**config.mk**
```make
export PLATFORM = sky130hd
export DESIGN_NAME = framer_interrupt_enable_mask
export DESIGN_NICKNAME = d
export VERILOG_FILES = /design/src/verilog/irq_enable_pkg.sv /design/src/verilog/framer_interrupt_enable_mask.sv
export VERILOG_INCLUDE_DIRS = /design/src /design/src/verilog
export SDC_FILE = /design/constraint.sdc
export NUM_CORES = 1
export LEC_CHECK = 0
export BUFFER_PORTS_ARGS = -buffer_cell sky130_fd_sc_hd__buf_2
export CAP_MARGIN = 0
export CORE_MARGIN = 2
export CORE_UTILIZATION = 50
export CTS_CLUSTER_SIZE = 40
export DETAILED_ROUTE_END_ITERATION = 10
export PLACE_DENSITY = 0.79
export SLEW_MARGIN = 20
export SYNTH_ARGS = -nofsm -noshare
export SYNTH_HDL_FRONTEND = slang
export SYNTH_HIERARCHICAL = 1
export SYNTH_SLANG_ARGS = --single-unit
export TNS_END_PERCENT = 1
```
**constraint.sdc**
```tcl
create_clock -name clk -period 3.3 [get_ports clk]
set_clock_uncertainty 0.2 [all_clocks]
set_input_delay 0.99 -clock clk [delete_from_list [all_inputs] [get_ports clk]]
set_output_delay 0.99 -clock clk [all_outputs]
set_load 0.01 [all_outputs]
```
**src/verilog/irq_enable_cfg.svh**
```systemverilog
`ifndef IRQ_ENABLE_CFG_SVH
`define IRQ_ENABLE_CFG_SVH
// Operation
// RULE1: enabled source sets status and master bit
// RULE2: disabled source sets status, never master
// RULE3: alarm one enables at 00c
// RULE4: alarm two enables at 00d, bits 4,2 reserved
// RULE5: host writes zero to reserved bits
// RULE6: error enables at 00e
// RULE7: counter overflow enables at 00f
// RULE8: no overflow, no latch: saturate, read-clear
// RULE9: overflow, no latch: rollover raises master
// RULE10: latch mode: tick latch, saturate, no clear
// RULE11: latch plus overflow: tick latch, rollover irq
// RULE12: frame timer enables at 010
// RULE13: link one enables at 011
// RULE14: link two enables at 012
// RULE15: pattern enables at 013, bits 7,6 reserved
// RULE16: enable registers read back last write
`define ADDR_W           9
`define OFS_ALARM_ONE    9'h00c
`define OFS_ALARM_TWO    9'h00d
`define OFS_ERROR        9'h00e
`define OFS_OVERFLOW     9'h00f
`define OFS_TIMER        9'h010
`define OFS_LINK_ONE     9'h011
`define OFS_LINK_TWO     9'h012
`define OFS_PATTERN      9'h013
`define MASK_ALARM_TWO   8'heb
`define MASK_ERROR       8'hcf
`define MASK_PATTERN     8'h3f
`define MASK_FULL        8'hff
`define ENABLE_RESET     8'h00
`define NUM_GROUPS       8
`define GROUP_W          8
`define CNT_W            16
`define CNT_MAX          16'hffff
`define CNT_ZERO         16'h0000
`endif

```
**src/verilog/irq_enable_pkg.sv**
```systemverilog
package irq_enable_pkg;
    typedef struct packed {
        logic       write;
        logic       read;
        logic [8:0] addr;
        logic [7:0] wdata;
    } host_req_type;

    typedef struct packed {
        logic [7:0] alarm_one;
        logic [7:0] alarm_two;
        logic [7:0] error;
        logic [7:0] overflow;
        logic [7:0] timer;
        logic [7:0] link_one;
        logic [7:0] link_two;
        logic [7:0] pattern;
    } irq_group_type;
endpackage : irq_enable_pkg
```
**src/verilog/framer_interrupt_enable_mask.sv**
```systemverilog
`timescale 1ns/1ps
`include "irq_enable_cfg.svh"
module framer_interrupt_enable_mask
    import irq_enable_pkg::*;
#(
    parameter int NUM_COUNTERS = 8
) (
    // clock and reset
    input  wire logic                             clk,
    input  wire logic                             rst_n,
    // host register port
    input  wire host_req_type                     host_req,
    output logic [7:0]                            host_rdata,
    output logic                                  host_rvalid,
    // event sources
    input  wire irq_group_type                    event_pulse,
    input  wire logic [NUM_COUNTERS-1:0]          count_inc,
    input  wire logic                             one_second_tick,
    input  wire logic                             counter_latch_mode,
    // counter read strobes from host
    input  wire logic [NUM_COUNTERS-1:0]          count_read_low,
    input  wire logic [NUM_COUNTERS-1:0]          count_read_high,
    output logic [NUM_COUNTERS-1:0][`CNT_W-1:0]   count_value,
    // status and master interrupt
    input  wire irq_group_type                    status_clear,
    output irq_group_type                         irq_status_bit,
    output logic [`NUM_GROUPS-1:0]                master_irq_bit
);

    // ****************************************************************
    // enable registers
    // ****************************************************************
    irq_group_type irq_enable_bit;
    logic [7:0]    en_alarm_one;
    logic [7:0]    en_alarm_two;
    logic [7:0]    en_error;
    logic [7:0]    en_overflow;
    logic [7:0]    en_timer;
    logic [7:0]    en_link_one;
    logic [7:0]    en_link_two;
    logic [7:0]    en_pattern;
    logic          wr_alarm_one;
    logic          wr_alarm_two;
    logic          wr_error;
    logic          wr_overflow;
    logic          wr_timer;
    logic          wr_link_one;
    logic          wr_link_two;
    logic          wr_pattern;

    // ****************************************************************
    // write decode
    // ****************************************************************
    // unmapped offsets raise no strobe, so those writes are dropped
    always_comb begin
        wr_alarm_one = host_req.write && (host_req.addr == `OFS_ALARM_ONE);
        wr_alarm_two = host_req.write && (host_req.addr == `OFS_ALARM_TWO);
        wr_error     = host_req.write && (host_req.addr == `OFS_ERROR);
        wr_overflow  = host_req.write && (host_req.addr == `OFS_OVERFLOW);
        wr_timer     = host_req.write && (host_req.addr == `OFS_TIMER);
        wr_link_one  = host_req.write && (host_req.addr == `OFS_LINK_ONE);
        wr_link_two  = host_req.write && (host_req.addr == `OFS_LINK_TWO);
        wr_pattern   = host_req.write && (host_req.addr == `OFS_PATTERN);
    end

    // ****************************************************************
    // enable storage
    // ****************************************************************
    always_ff @(posedge clk) begin
        if (!rst_n) begin
            en_alarm_one <= `ENABLE_RESET;
        end else if (wr_alarm_one) begin
            en_alarm_one <= host_req.wdata; // RULE3 RULE16
        end
    end

    // reserved bits always store zero
    always_ff @(posedge clk) begin
        if (!rst_n) begin
            en_alarm_two <= `ENABLE_RESET;
        end else if (wr_alarm_two) begin
            en_alarm_two <= host_req.wdata & `MASK_ALARM_TWO; // RULE4 RULE16
        end
    end

    always_ff @(posedge clk) begin
        if (!rst_n) begin
            en_error <= `ENABLE_RESET;
        end else if (wr_error) begin
            en_error <= host_req.wdata & `MASK_ERROR; // RULE6 RULE16
        end
    end

    always_ff @(posedge clk) begin
        if (!rst_n) begin
            en_overflow <= `ENABLE_RESET;
        end else if (wr_overflow) begin
            en_overflow <= host_req.wdata; // RULE7 RULE16
        end
    end

    always_ff @(posedge clk) begin
        if (!rst_n) begin
            en_timer <= `ENABLE_RESET;
        end else if (wr_timer) begin
            en_timer <= host_req.wdata; // RULE12 RULE16
        end
    end

    always_ff @(posedge clk) begin
        if (!rst_n) begin
            en_link_one <= `ENABLE_RESET;
        end else if (wr_link_one) begin
            en_link_one <= host_req.wdata; // RULE13 RULE16
        end
    end

    always_ff @(posedge clk) begin
        if (!rst_n) begin
            en_link_two <= `ENABLE_RESET;
        end else if (wr_link_two) begin
            en_link_two <= host_req.wdata; // RULE14 RULE16
        end
    end

    always_ff @(posedge clk) begin
        if (!rst_n) begin
            en_pattern <= `ENABLE_RESET;
        end else if (wr_pattern) begin
            en_pattern <= host_req.wdata & `MASK_PATTERN; // RULE15 RULE16
        end
    end

    // ****************************************************************
    // enable view
    // ****************************************************************
    always_comb begin
        irq_enable_bit.alarm_one = en_alarm_one;
        irq_enable_bit.alarm_two = en_alarm_two;
        irq_enable_bit.error     = en_error;
        irq_enable_bit.overflow  = en_overflow;
        irq_enable_bit.timer     = en_timer;
        irq_enable_bit.link_one  = en_link_one;
        irq_enable_bit.link_two  = en_link_two;
        irq_enable_bit.pattern   = en_pattern;
    end

    // ****************************************************************
    // register read back
    // ****************************************************************
    logic [7:0] next_rdata;

    always_comb begin
        unique case (host_req.addr)
            `OFS_ALARM_ONE: next_rdata = irq_enable_bit.alarm_one;
            `OFS_ALARM_TWO: next_rdata = irq_enable_bit.alarm_two;
            `OFS_ERROR:     next_rdata = irq_enable_bit.error;
            `OFS_OVERFLOW:  next_rdata = irq_enable_bit.overflow;
            `OFS_TIMER:     next_rdata = irq_enable_bit.timer;
            `OFS_LINK_ONE:  next_rdata = irq_enable_bit.link_one;
            `OFS_LINK_TWO:  next_rdata = irq_enable_bit.link_two;
            `OFS_PATTERN:   next_rdata = irq_enable_bit.pattern;
            default:        next_rdata = `ENABLE_RESET;
        endcase
    end

    // data idles at zero outside a read answer
    always_ff @(posedge clk) begin
        if (!rst_n) begin
            host_rdata <= `ENABLE_RESET;
        end else begin
            host_rdata <= host_req.read ? next_rdata : `ENABLE_RESET; // RULE16
        end
    end

    always_ff @(posedge clk) begin
        if (!rst_n) begin
            host_rvalid <= 1'b0;
        end else begin
            host_rvalid <= host_req.read; // RULE16
        end
    end

    // ****************************************************************
    // event counters
    // ****************************************************************
    logic [NUM_COUNTERS-1:0] rollover;

    genvar i;
    generate
        for (i = 0; i < NUM_COUNTERS; i++) begin : g_cnt
            event_counter #(
                .WIDTH (`CNT_W)
            ) u_counter (
                .clk         (clk),
                .rst_n       (rst_n),
                .inc         (count_inc[i]),
                .tick        (one_second_tick),
                .latch_mode  (counter_latch_mode),
                .read_low    (count_read_low[i]),
                .read_high   (count_read_high[i]),
                .overflow_en (irq_enable_bit.overflow[i]),
                .value       (count_value[i]),
                .rollover    (rollover[i])
            );
        end
    endgenerate

    // ****************************************************************
    // status and master interrupt
    // ****************************************************************
    irq_group_type                  set_vec;
    logic [`NUM_GROUPS*`GROUP_W-1:0] set_flat;
    logic [`NUM_GROUPS*`GROUP_W-1:0] clear_flat;
    logic [`NUM_GROUPS*`GROUP_W-1:0] en_flat;
    logic [`NUM_GROUPS*`GROUP_W-1:0] status_flat;

    always_comb begin
        set_vec          = event_pulse;
        // enabled rollover also sets the overflow status
        set_vec.overflow = event_pulse.overflow | `GROUP_W'(rollover);
        set_flat         = set_vec;
        clear_flat       = status_clear;
        en_flat          = irq_enable_bit;
    end

    // group seven is alarm one, group zero is pattern
    genvar g;
    generate
        for (g = 0; g < `NUM_GROUPS; g++) begin : g_grp
            irq_group_cell #(
                .WIDTH (`GROUP_W)
            ) u_cell (
                .clk    (clk),
                .rst_n  (rst_n),
                .set    (set_flat[g*`GROUP_W +: `GROUP_W]),
                .clear  (clear_flat[g*`GROUP_W +: `GROUP_W]),
                .enable (en_flat[g*`GROUP_W +: `GROUP_W]),
                .status (status_flat[g*`GROUP_W +: `GROUP_W]),
                .master (master_irq_bit[g])
            );
        end
    endgenerate

    assign irq_status_bit = status_flat;

endmodule : framer_interrupt_enable_mask

// ****************************************************************
// event counter, saturating or rolling over
// ****************************************************************
module event_counter #(
    parameter int WIDTH = `CNT_W
) (
    // clock and reset
    input  wire logic             clk,
    input  wire logic             rst_n,
    // count and latch control
    input  wire logic             inc,
    input  wire logic             tick,
    input  wire logic             latch_mode,
    input  wire logic             read_low,
    input  wire logic             read_high,
    input  wire logic             overflow_en,
    // snapshot and rollover
    output logic [WIDTH-1:0]      value,
    output logic                  rollover
);

    logic [WIDTH-1:0] count_run;
    logic [WIDTH-1:0] count_start;
    logic             at_max;
    logic             clr;

    always_comb begin
        at_max      = (count_run == {WIDTH{1'b1}});
        count_start = inc ? WIDTH'(1) : '0;
        // read clear only without latch mode
        clr         = read_high && !latch_mode; // RULE8 RULE9
        // only an enabled counter reports rollover
        rollover    = inc && at_max && overflow_en; // RULE9 RULE11
    end

    always_ff @(posedge clk) begin
        if (!rst_n) begin
            count_run <= '0;
        end else if (latch_mode && tick) begin
            count_run <= count_start; // RULE10 RULE11
        end else if (clr) begin
            count_run <= count_start; // RULE8 RULE9
        end else if (inc && (!at_max || overflow_en)) begin
            count_run <= count_run + WIDTH'(1); // RULE8 RULE9 RULE10 RULE11
        end
    end

    always_ff @(posedge clk) begin
        if (!rst_n) begin
            value <= '0;
        end else if (latch_mode ? tick : read_low) begin
            value <= count_run; // RULE8 RULE10
        end
    end

endmodule : event_counter

// ****************************************************************
// sticky status and master bit of one group
// ****************************************************************
module irq_group_cell #(
    parameter int WIDTH = `GROUP_W
) (
    // clock and reset
    input  wire logic             clk,
    input  wire logic             rst_n,
    // per-source set, clear and enable
    input  wire logic [WIDTH-1:0] set,
    input  wire logic [WIDTH-1:0] clear,
    input  wire logic [WIDTH-1:0] enable,
    // sticky status and master bit
    output logic [WIDTH-1:0]      status,
    output logic                  master
);

    always_ff @(posedge clk) begin
        if (!rst_n) begin
            status <= '0;
        end else begin
            // set wins over clear
            status <= (status & ~clear) | set; // RULE1 RULE2
        end
    end

    // disabled sources never reach the master bit
    always_ff @(posedge clk) begin
        if (!rst_n) begin
            master <= 1'b0;
        end else begin
            master <= |(status & enable); // RULE1 RULE2 RULE8 RULE10
        end
    end

endmodule : irq_group_cell

```
==> results.toml, run 1 <==
[cts]
cts.hold.buffers_added = 0
tritoncts_clock_tree = "yes"
clk_pin_slew_ps = 60
clock_sink_count = 395
cts_inserted_buffers = 42
post-cts-setup-buffer-count = 0
worstSkewPairLatency_ps = 560
root_buffer = "clkbuf_16"
clock_tree.buffer_depth = 3
cts.htree.levels = 2
post_cts_resized = 0

[sta]
relSlewSlack_pct = 46.2
hold_violations = 0
setup_viols_final = 0
period_needed_ps = 2480
maxSlewViolCount = 0
timing.fmax_mhz = 403
unrepaired_setup_endpoints_after_global_routing = "false"
finalWorstSetupSlack_ps = 819
setup_tns_ps = 0
hold_slack_ps = 244
min_period_over_period_pct = 75.2
max_slew.worst_pin.slew_ps = 798

[setup_path]
worst_ep_required_time_ps = 3550
cp_slowest_cell = "o41ai_1"
crit_chain = "buf_2 -> buf_12 -> mux2i_1 -> nand2_1 -> o41ai_1"
critical_path_buf_inv_count = 2
worst-path-max-fanout = 14
path_class = "input port to flop"
critical-path-top-delay-family = "buffers and inverters"
cp-start-kind = "input port"
crit_path_max_incr_delay_ps = 410
setup.worst_path.end_class = "flop"
worstPathArrival_ps = 2730

[synth]
synth-compound-area-share_pct = 22.6
post_synth_and_or_nand_nor_area_fraction_pct = 24.6
synth_edf_count = 0
synth-xor-area-share_pct = 0
dominant_combinational_cell_family_by_area_after_synthesis = "simple AND/OR/NAND/NOR gates"
ys_async_sr_fraction_pct = 0
synth-seq-cells = 395
ys.flop_type = "dfxtp_1"
muxShareOfSynthArea_pct = 2.63
post_synth_fa_ha_maj_area_fraction_pct = 0.579
yosys_warnings = 6
sequential_cell_area_fraction_in_the_yosys_report_pct = 45.7
synth_cells = 1912
syn-mean-instance-area_sq_um = 9.05
post_synth_design_cell_area_sq_um = 17300
yosys.cell_types.count = 65

[power_and_ir_drop]
power.share.sequential_pct = 48.3
power-per-cell-area_nw_per_um2 = 486
power_frac_clock_pct = 45.1
internal-power_mw = 7.82
net-switching-power_mw = 2.38
net_switching_fraction_of_the_power_pct = 23.3
vdd_drop_max_mv = 0.363
sum_of_internal_switching_and_leakage_power_mw = 10.2
leakage_component_of_the_power_nw = 7.90
combPwrFrac_pct = 6.6

[routing]
drt-total-wl_um = 50000
route.detailed.drc = 0
drt-pass1-iter-count = 7
postRouteAntennaNets = 0
detailroute.via_count = 16200
routed_via_density = 5.83
avgRoutedWirePerCell_um = 18.0
first_iter_violations = 886

[placed_design]
io_buffer_count = 383
place_ws_ps = 261
finalWeightedCongestion = 0.947
dpl-instance-area_sq_um = 19600
place.detailed.hpwl_um = 37100

[global_route]
grt_first_pass_wirelength_um = 78700
grt.overflow.total = 0
grt_pass1_vias = 15300
grt_util_all_layers_pct = 26.9
antenna_found_initial = 2
grt_start_max_net_pins = 50

[die]
row_count = 68
floorplan.die.height_um = 190
coreArea_sq_um = 34300
initial_core_util_pct = 50.4
die_x_um = 190
fp.dieArea_sq_um = 36100
pin_count = 384

[layout]
fillCellCount = 2945
postLayoutCellArea_sq_um = 21000
final_common_cell = "dfxtp_1"
layout.cells.most_common_list = "dfxtp_1, buf_2, nand2_1, a21oi_1, nand3_1"
layout-drive-gt1-share_pct = 26.3
syn_to_final_growth_pct = 21.3
regArea_sq_um = 7910
multiInputGateArea_sq_um = 8750
layout.nets = 2486

[status]
outcome = "finished, final reports clean"

[job]
cap_violations = 0

[worst_hold_path]
hp-class = "flop to flop"
[state kept, by name (all words and copies together), names as in the netlist]
register                   flops
en_error                       6
host_rdata                     8
en_pattern                     6
en_link_two                    8
g_cnt.u_counter/count_run    128
en_alarm_two                   6
g_cnt.u_counter/value        128
en_overflow                    8
g_grp.u_cell/status           64
g_grp.u_cell/master            8
en_link_one                    8
en_timer                       8
host_rvalid                    1
en_alarm_one                   8
[worst paths after layout]
check / from / endpoint / slack [ps] / cells after the start
min: g_cnt[2].u_counter/value[1] / g_cnt[2].u_counter/value[1] / 240 / 2
min reg2reg: g_cnt[2].u_counter/value[1] / g_cnt[2].u_counter/value[1] / 240 / 2
max reg2reg: g_cnt[4].u_counter/count_run[0] / g_cnt[4].u_counter/count_run[14] / 830 / 5
max: counter_latch_mode / g_cnt[6].u_counter/count_run[15] / 820 / 5
[power groups by stage]
stage | logic (mW) | clock network, mW | registers (mW)
finish | 0.676 | 4.60 | 4.93
CTS | 0.674 | 4.69 | 4.93
detailed placement | 0.670 | 0 | 5.03
floorplan | 0.348 | 0 | 5.03
global route | 0.738 | 4.89 | 4.93
global placement | 0.655 | 0 | 5.03
[layout make-up]
type	instances	area share, %
antenna	2	0.0238
clock buffer	59	5.99
clock inverter	9	0.382
inverter	72	1.29
multi-input combinational	1382	41.7
sequential	395	37.7
tap	455	2.71
timing repair buffer	410	10.2
[worst min-delay path, cell delays in order, from the launching register on]
cell and delay (ps):
dfxtp_1 300, nand2_1 50, a21oi_1 50
[metrics by stage]
step / util [%] / cells
6_report: 61.2 / 2784
3_5_place_dp: 57.3 / 2714
3_3_place_gp: 57.3 / 2714
5_1_grt: 61.2 / 2784
4_1_cts: 61.2 / 2782
2_1_floorplan: - / 1917
[layer usage]
metal / vias to the layer above / global-route usage (%) / share of wire [%]
li1: 7860 / - / -
met1: 7617 / 32.6 / 40
met2: 630 / 47.4 / 50
met3: 116 / 3.97 / 6.4
met4: 0 / 11.6 / 3.7
met5: - / 0 / 0
[cell usage after synthesis (12+ instances only)]
cell type  number  area, sq um
nand3_1       119          596
nand4_4        15          319
a31oi_1        16          100
buf_6          17          191
nand4_1        25          156
a21boi_0       42          315
mux2i_1        23          230
o21ai_0        56          280
o31ai_1        32          240
and4_1         16          140
or4_1          24          180
o21ai_1        32          160
o21a_1         73          548
or3_1          40          250
o311ai_0       24          210
nor2_1         24         90.1
dfxtp_1       395         7910
mux2_2         12          135
o41ai_1        24          210
a22oi_2        24          300
a21oi_1       162          811
nor3_1         48          240
a22oi_1        13         97.6
nor4_1         16          100
buf_1          13         48.8
o21ai_2        14          123
or3_2          16          120
inv_1          64          240
nor2b_1        66          413
clkbuf_1       29          109
nand2_1       305         1140
[cells by family after synthesis]
| family | after synthesis |
|---|---|
| compound gates | 558 |
| other cells | 1 |
| mux | 39 |
| simple gates | 771 |
| buf+inv | 140 |
| fa+ha+maj | 8 |
| flops | 395 |
(Power assumes the default switching activity.)
==> run 2: changes to the inputs <==
- CORE_UTILIZATION: 50 -> 49
- PLACE_DENSITY: 0.79 -> 0.8
- clock period: 3.3 -> 2.1 ns (I/O delays scaled with it)
==> run 2 against run 1 <==
The flow now finishes with violations (setup timing); sequential share of layout area is 2.7 points lower; die area is 2.0% higher; cell count is 7.0% higher; wire length is 9.8% higher; via count is 6.2% higher; critical path depth is 1 lower; register-to-register slack worse by 830 ps; sequential power is 57% higher; flip-flop and latch count stayed put; clock power is 68% higher.
==> results.toml, run 2 (synthesized netlist as in run 1, its figures left out) <==
[setup_path]
crit_chain = "and4_1 -> or4b_4 -> or4_1 -> a21oi_1"
path_class = "flop to flop"
ff2ff_path_depth = 4
cp_slowest_cell = "or4b_4"
worst-path-max-fanout = 6
worst_ep_required_time_ps = 2370
worstPathArrival_ps = 2370
crit_path_max_incr_delay_ps = 500
setup.worst_path.end_class = "flop"
cp-start-kind = "flop"

[sta]
period_needed_ps = 2100
min_period_over_period_pct = 100
unrepaired_setup_endpoints_after_global_routing = "true"
hold_slack_ps = 95.7
maxSlewViolCount = 0
max_slew.worst_pin.slew_ps = 574
relSlewSlack_pct = 61.7
timing.fmax_mhz = 476
hold_violations = 0
setup_viols_final = 1
finalWorstSetupSlack_ps = -2.81

[cts]
cts.htree.levels = 2
clock_sink_count = 395
tritoncts_clock_tree = "yes"
clk_pin_slew_ps = 60
root_buffer = "clkbuf_16"
cts.hold.buffers_added = 0
worstSkewPairLatency_ps = 540
cts_inserted_buffers = 42
clock_tree.buffer_depth = 3

[power_and_ir_drop]
power-per-cell-area_nw_per_um2 = 738
net-switching-power_mw = 3.82
power_frac_clock_pct = 46.2
vdd_drop_max_mv = 0.548
sum_of_internal_switching_and_leakage_power_mw = 16.7
leakage_component_of_the_power_nw = 8.90
power.share.sequential_pct = 46.3
internal-power_mw = 12.9
combPwrFrac_pct = 7.5
net_switching_fraction_of_the_power_pct = 22.8

[routing]
avgRoutedWirePerCell_um = 18.4
routed_via_density = 5.78
drt-pass1-iter-count = 7
drt-total-wl_um = 54900
route.detailed.drc = 0
first_iter_violations = 1057
postRouteAntennaNets = 0
detailroute.via_count = 17200

[layout]
layout.nets = 2673
biggestRegsByFlops = "g_cnt.u_counter/count_run: 128 flops, g_cnt.u_counter/value: 128 flops, g_grp.u_cell/status: 64 flops"
regArea_sq_um = 7930
fillCellCount = 2768
syn_to_final_growth_pct = 31.1
layout.cells.most_common_list = "buf_2, dfxtp_1, nand2_1, buf_4, a21oi_1"
layout-drive-gt1-share_pct = 32.6
utilization_pct = 65.5
final_common_cell = "buf_2"
postLayoutCellArea_sq_um = 22700
multiInputGateArea_sq_um = 8820

[global_route]
grt_start_max_net_pins = 25
grt_first_pass_wirelength_um = 84700
grt_pass1_vias = 16700
grt_util_all_layers_pct = 28.7
grt.overflow.total = 0
antenna_found_initial = 5

[die]
fp.dieArea_sq_um = 36800
row_count = 68
pin_count = 384
coreArea_sq_um = 34600
floorplan.die.height_um = 192
die_x_um = 192
initial_core_util_pct = 49.9

[job]
cap_violations = 0

[status]
outcome = "finished, violations left"
failed_checks = "setup timing"

[worst_hold_path]
hp-class = "input port to flop"
worst_hold_path.num_cells = 2

[placed_design]
io_buffer_count = 383
place.detailed.hpwl_um = 41400
finalWeightedCongestion = 0.953
dpl-instance-area_sq_um = 21100
## run 2: cell types whose count changed in the layout (fill, tap and decap cells not counted), moves of 3 or more
cell,delta
dfxtp_1,-17
o311ai_1,+7
buf_12,+6
clkbuf_1,+4
o311ai_0,-9
diode_2,+4
bufinv_16,+4
or3_2,-3
or3_4,+4
dfxtp_2,+16
buf_4,+181
clkbuf_8,-5
## run 2: path summary, 6_finish.rpt
| check | slack [ps] | end | start |
|---|---|---|---|
| setup reg to reg | -3 | g_cnt[1].u_counter/count_run[13] | g_cnt[1].u_counter/count_run[2] |
| hold / removal | 100 | g_grp[6].u_cell/status[6] | event_pulse[54] |
| setup / recovery | -3 | g_cnt[1].u_counter/count_run[13] | g_cnt[1].u_counter/count_run[2] |
| hold reg to reg | 250 | g_cnt[2].u_counter/value[8] | g_cnt[2].u_counter/value[8] |
## run 2: power by group through the flow
| stage | clock [mW] | combinational (mW) | sequential, mW |
|---|---|---|---|
| 4_1_cts | 7.85 | 1.23 | 7.74 |
| 5_1_grt | 8.18 | 1.34 | 7.75 |
| 6_report | 7.74 | 1.25 | 7.75 |
| 3_3_place_gp | 0 | 1.19 | 7.90 |
| 3_5_place_dp | 0 | 1.23 | 7.90 |
| 2_1_floorplan | 0 | 0.548 | 7.91 |
## run 2: area by class of cell
| cell class | count | share of cell area [%] |
|---|---|---|
| diodes | 6 | 0.0662 |
| clock buffers | 60 | 5.52 |
| clock inverters | 12 | 0.844 |
| inverters | 72 | 1.19 |
| multi-input cells | 1382 | 38.9 |
| flip-flops and latches | 395 | 35.0 |
| well taps | 455 | 2.51 |
| repair buffers | 597 | 16.0 |
## run 2: routing by layer
metal	up-vias	GRT usage, %	wire, um
li1	8230	-	-
met1	8139	33.9	21700
met2	723	51.3	27300
met3	134	4.70	3770
met4	0	12.0	2120
met5	-	0	0
## run 2: critical path: cells and delay by family, from the launching register on
family / cells / cell delay (ps)
AO/OA/AOI/OAI: 1 / 160
flip-flops: 1 / 460
AND/OR/NAND/NOR: 3 / 1220
## run 2: what timing repair did
item | CTS | global route
hold endpoints to repair | 0 | 0
buffers inserted | 0 | 2
endpoints found under the setup margin | 3 | 29
pin swaps | 0 | 4
resized for setup | 4 | 34
## run 2: metrics by stage
stage / instances / setup WS, ps / TNS (ps)
6_report: 2979 / -2.81 / -2.81
5_1_grt: 2978 / -96.4 / -466
4_1_cts: 2971 / 3.72 / 0
3_5_place_dp: 2899 / -209 / -11960
3_3_place_gp: 2899 / -164 / -6350
2_1_floorplan: 1917 / -7.81 / -7.81
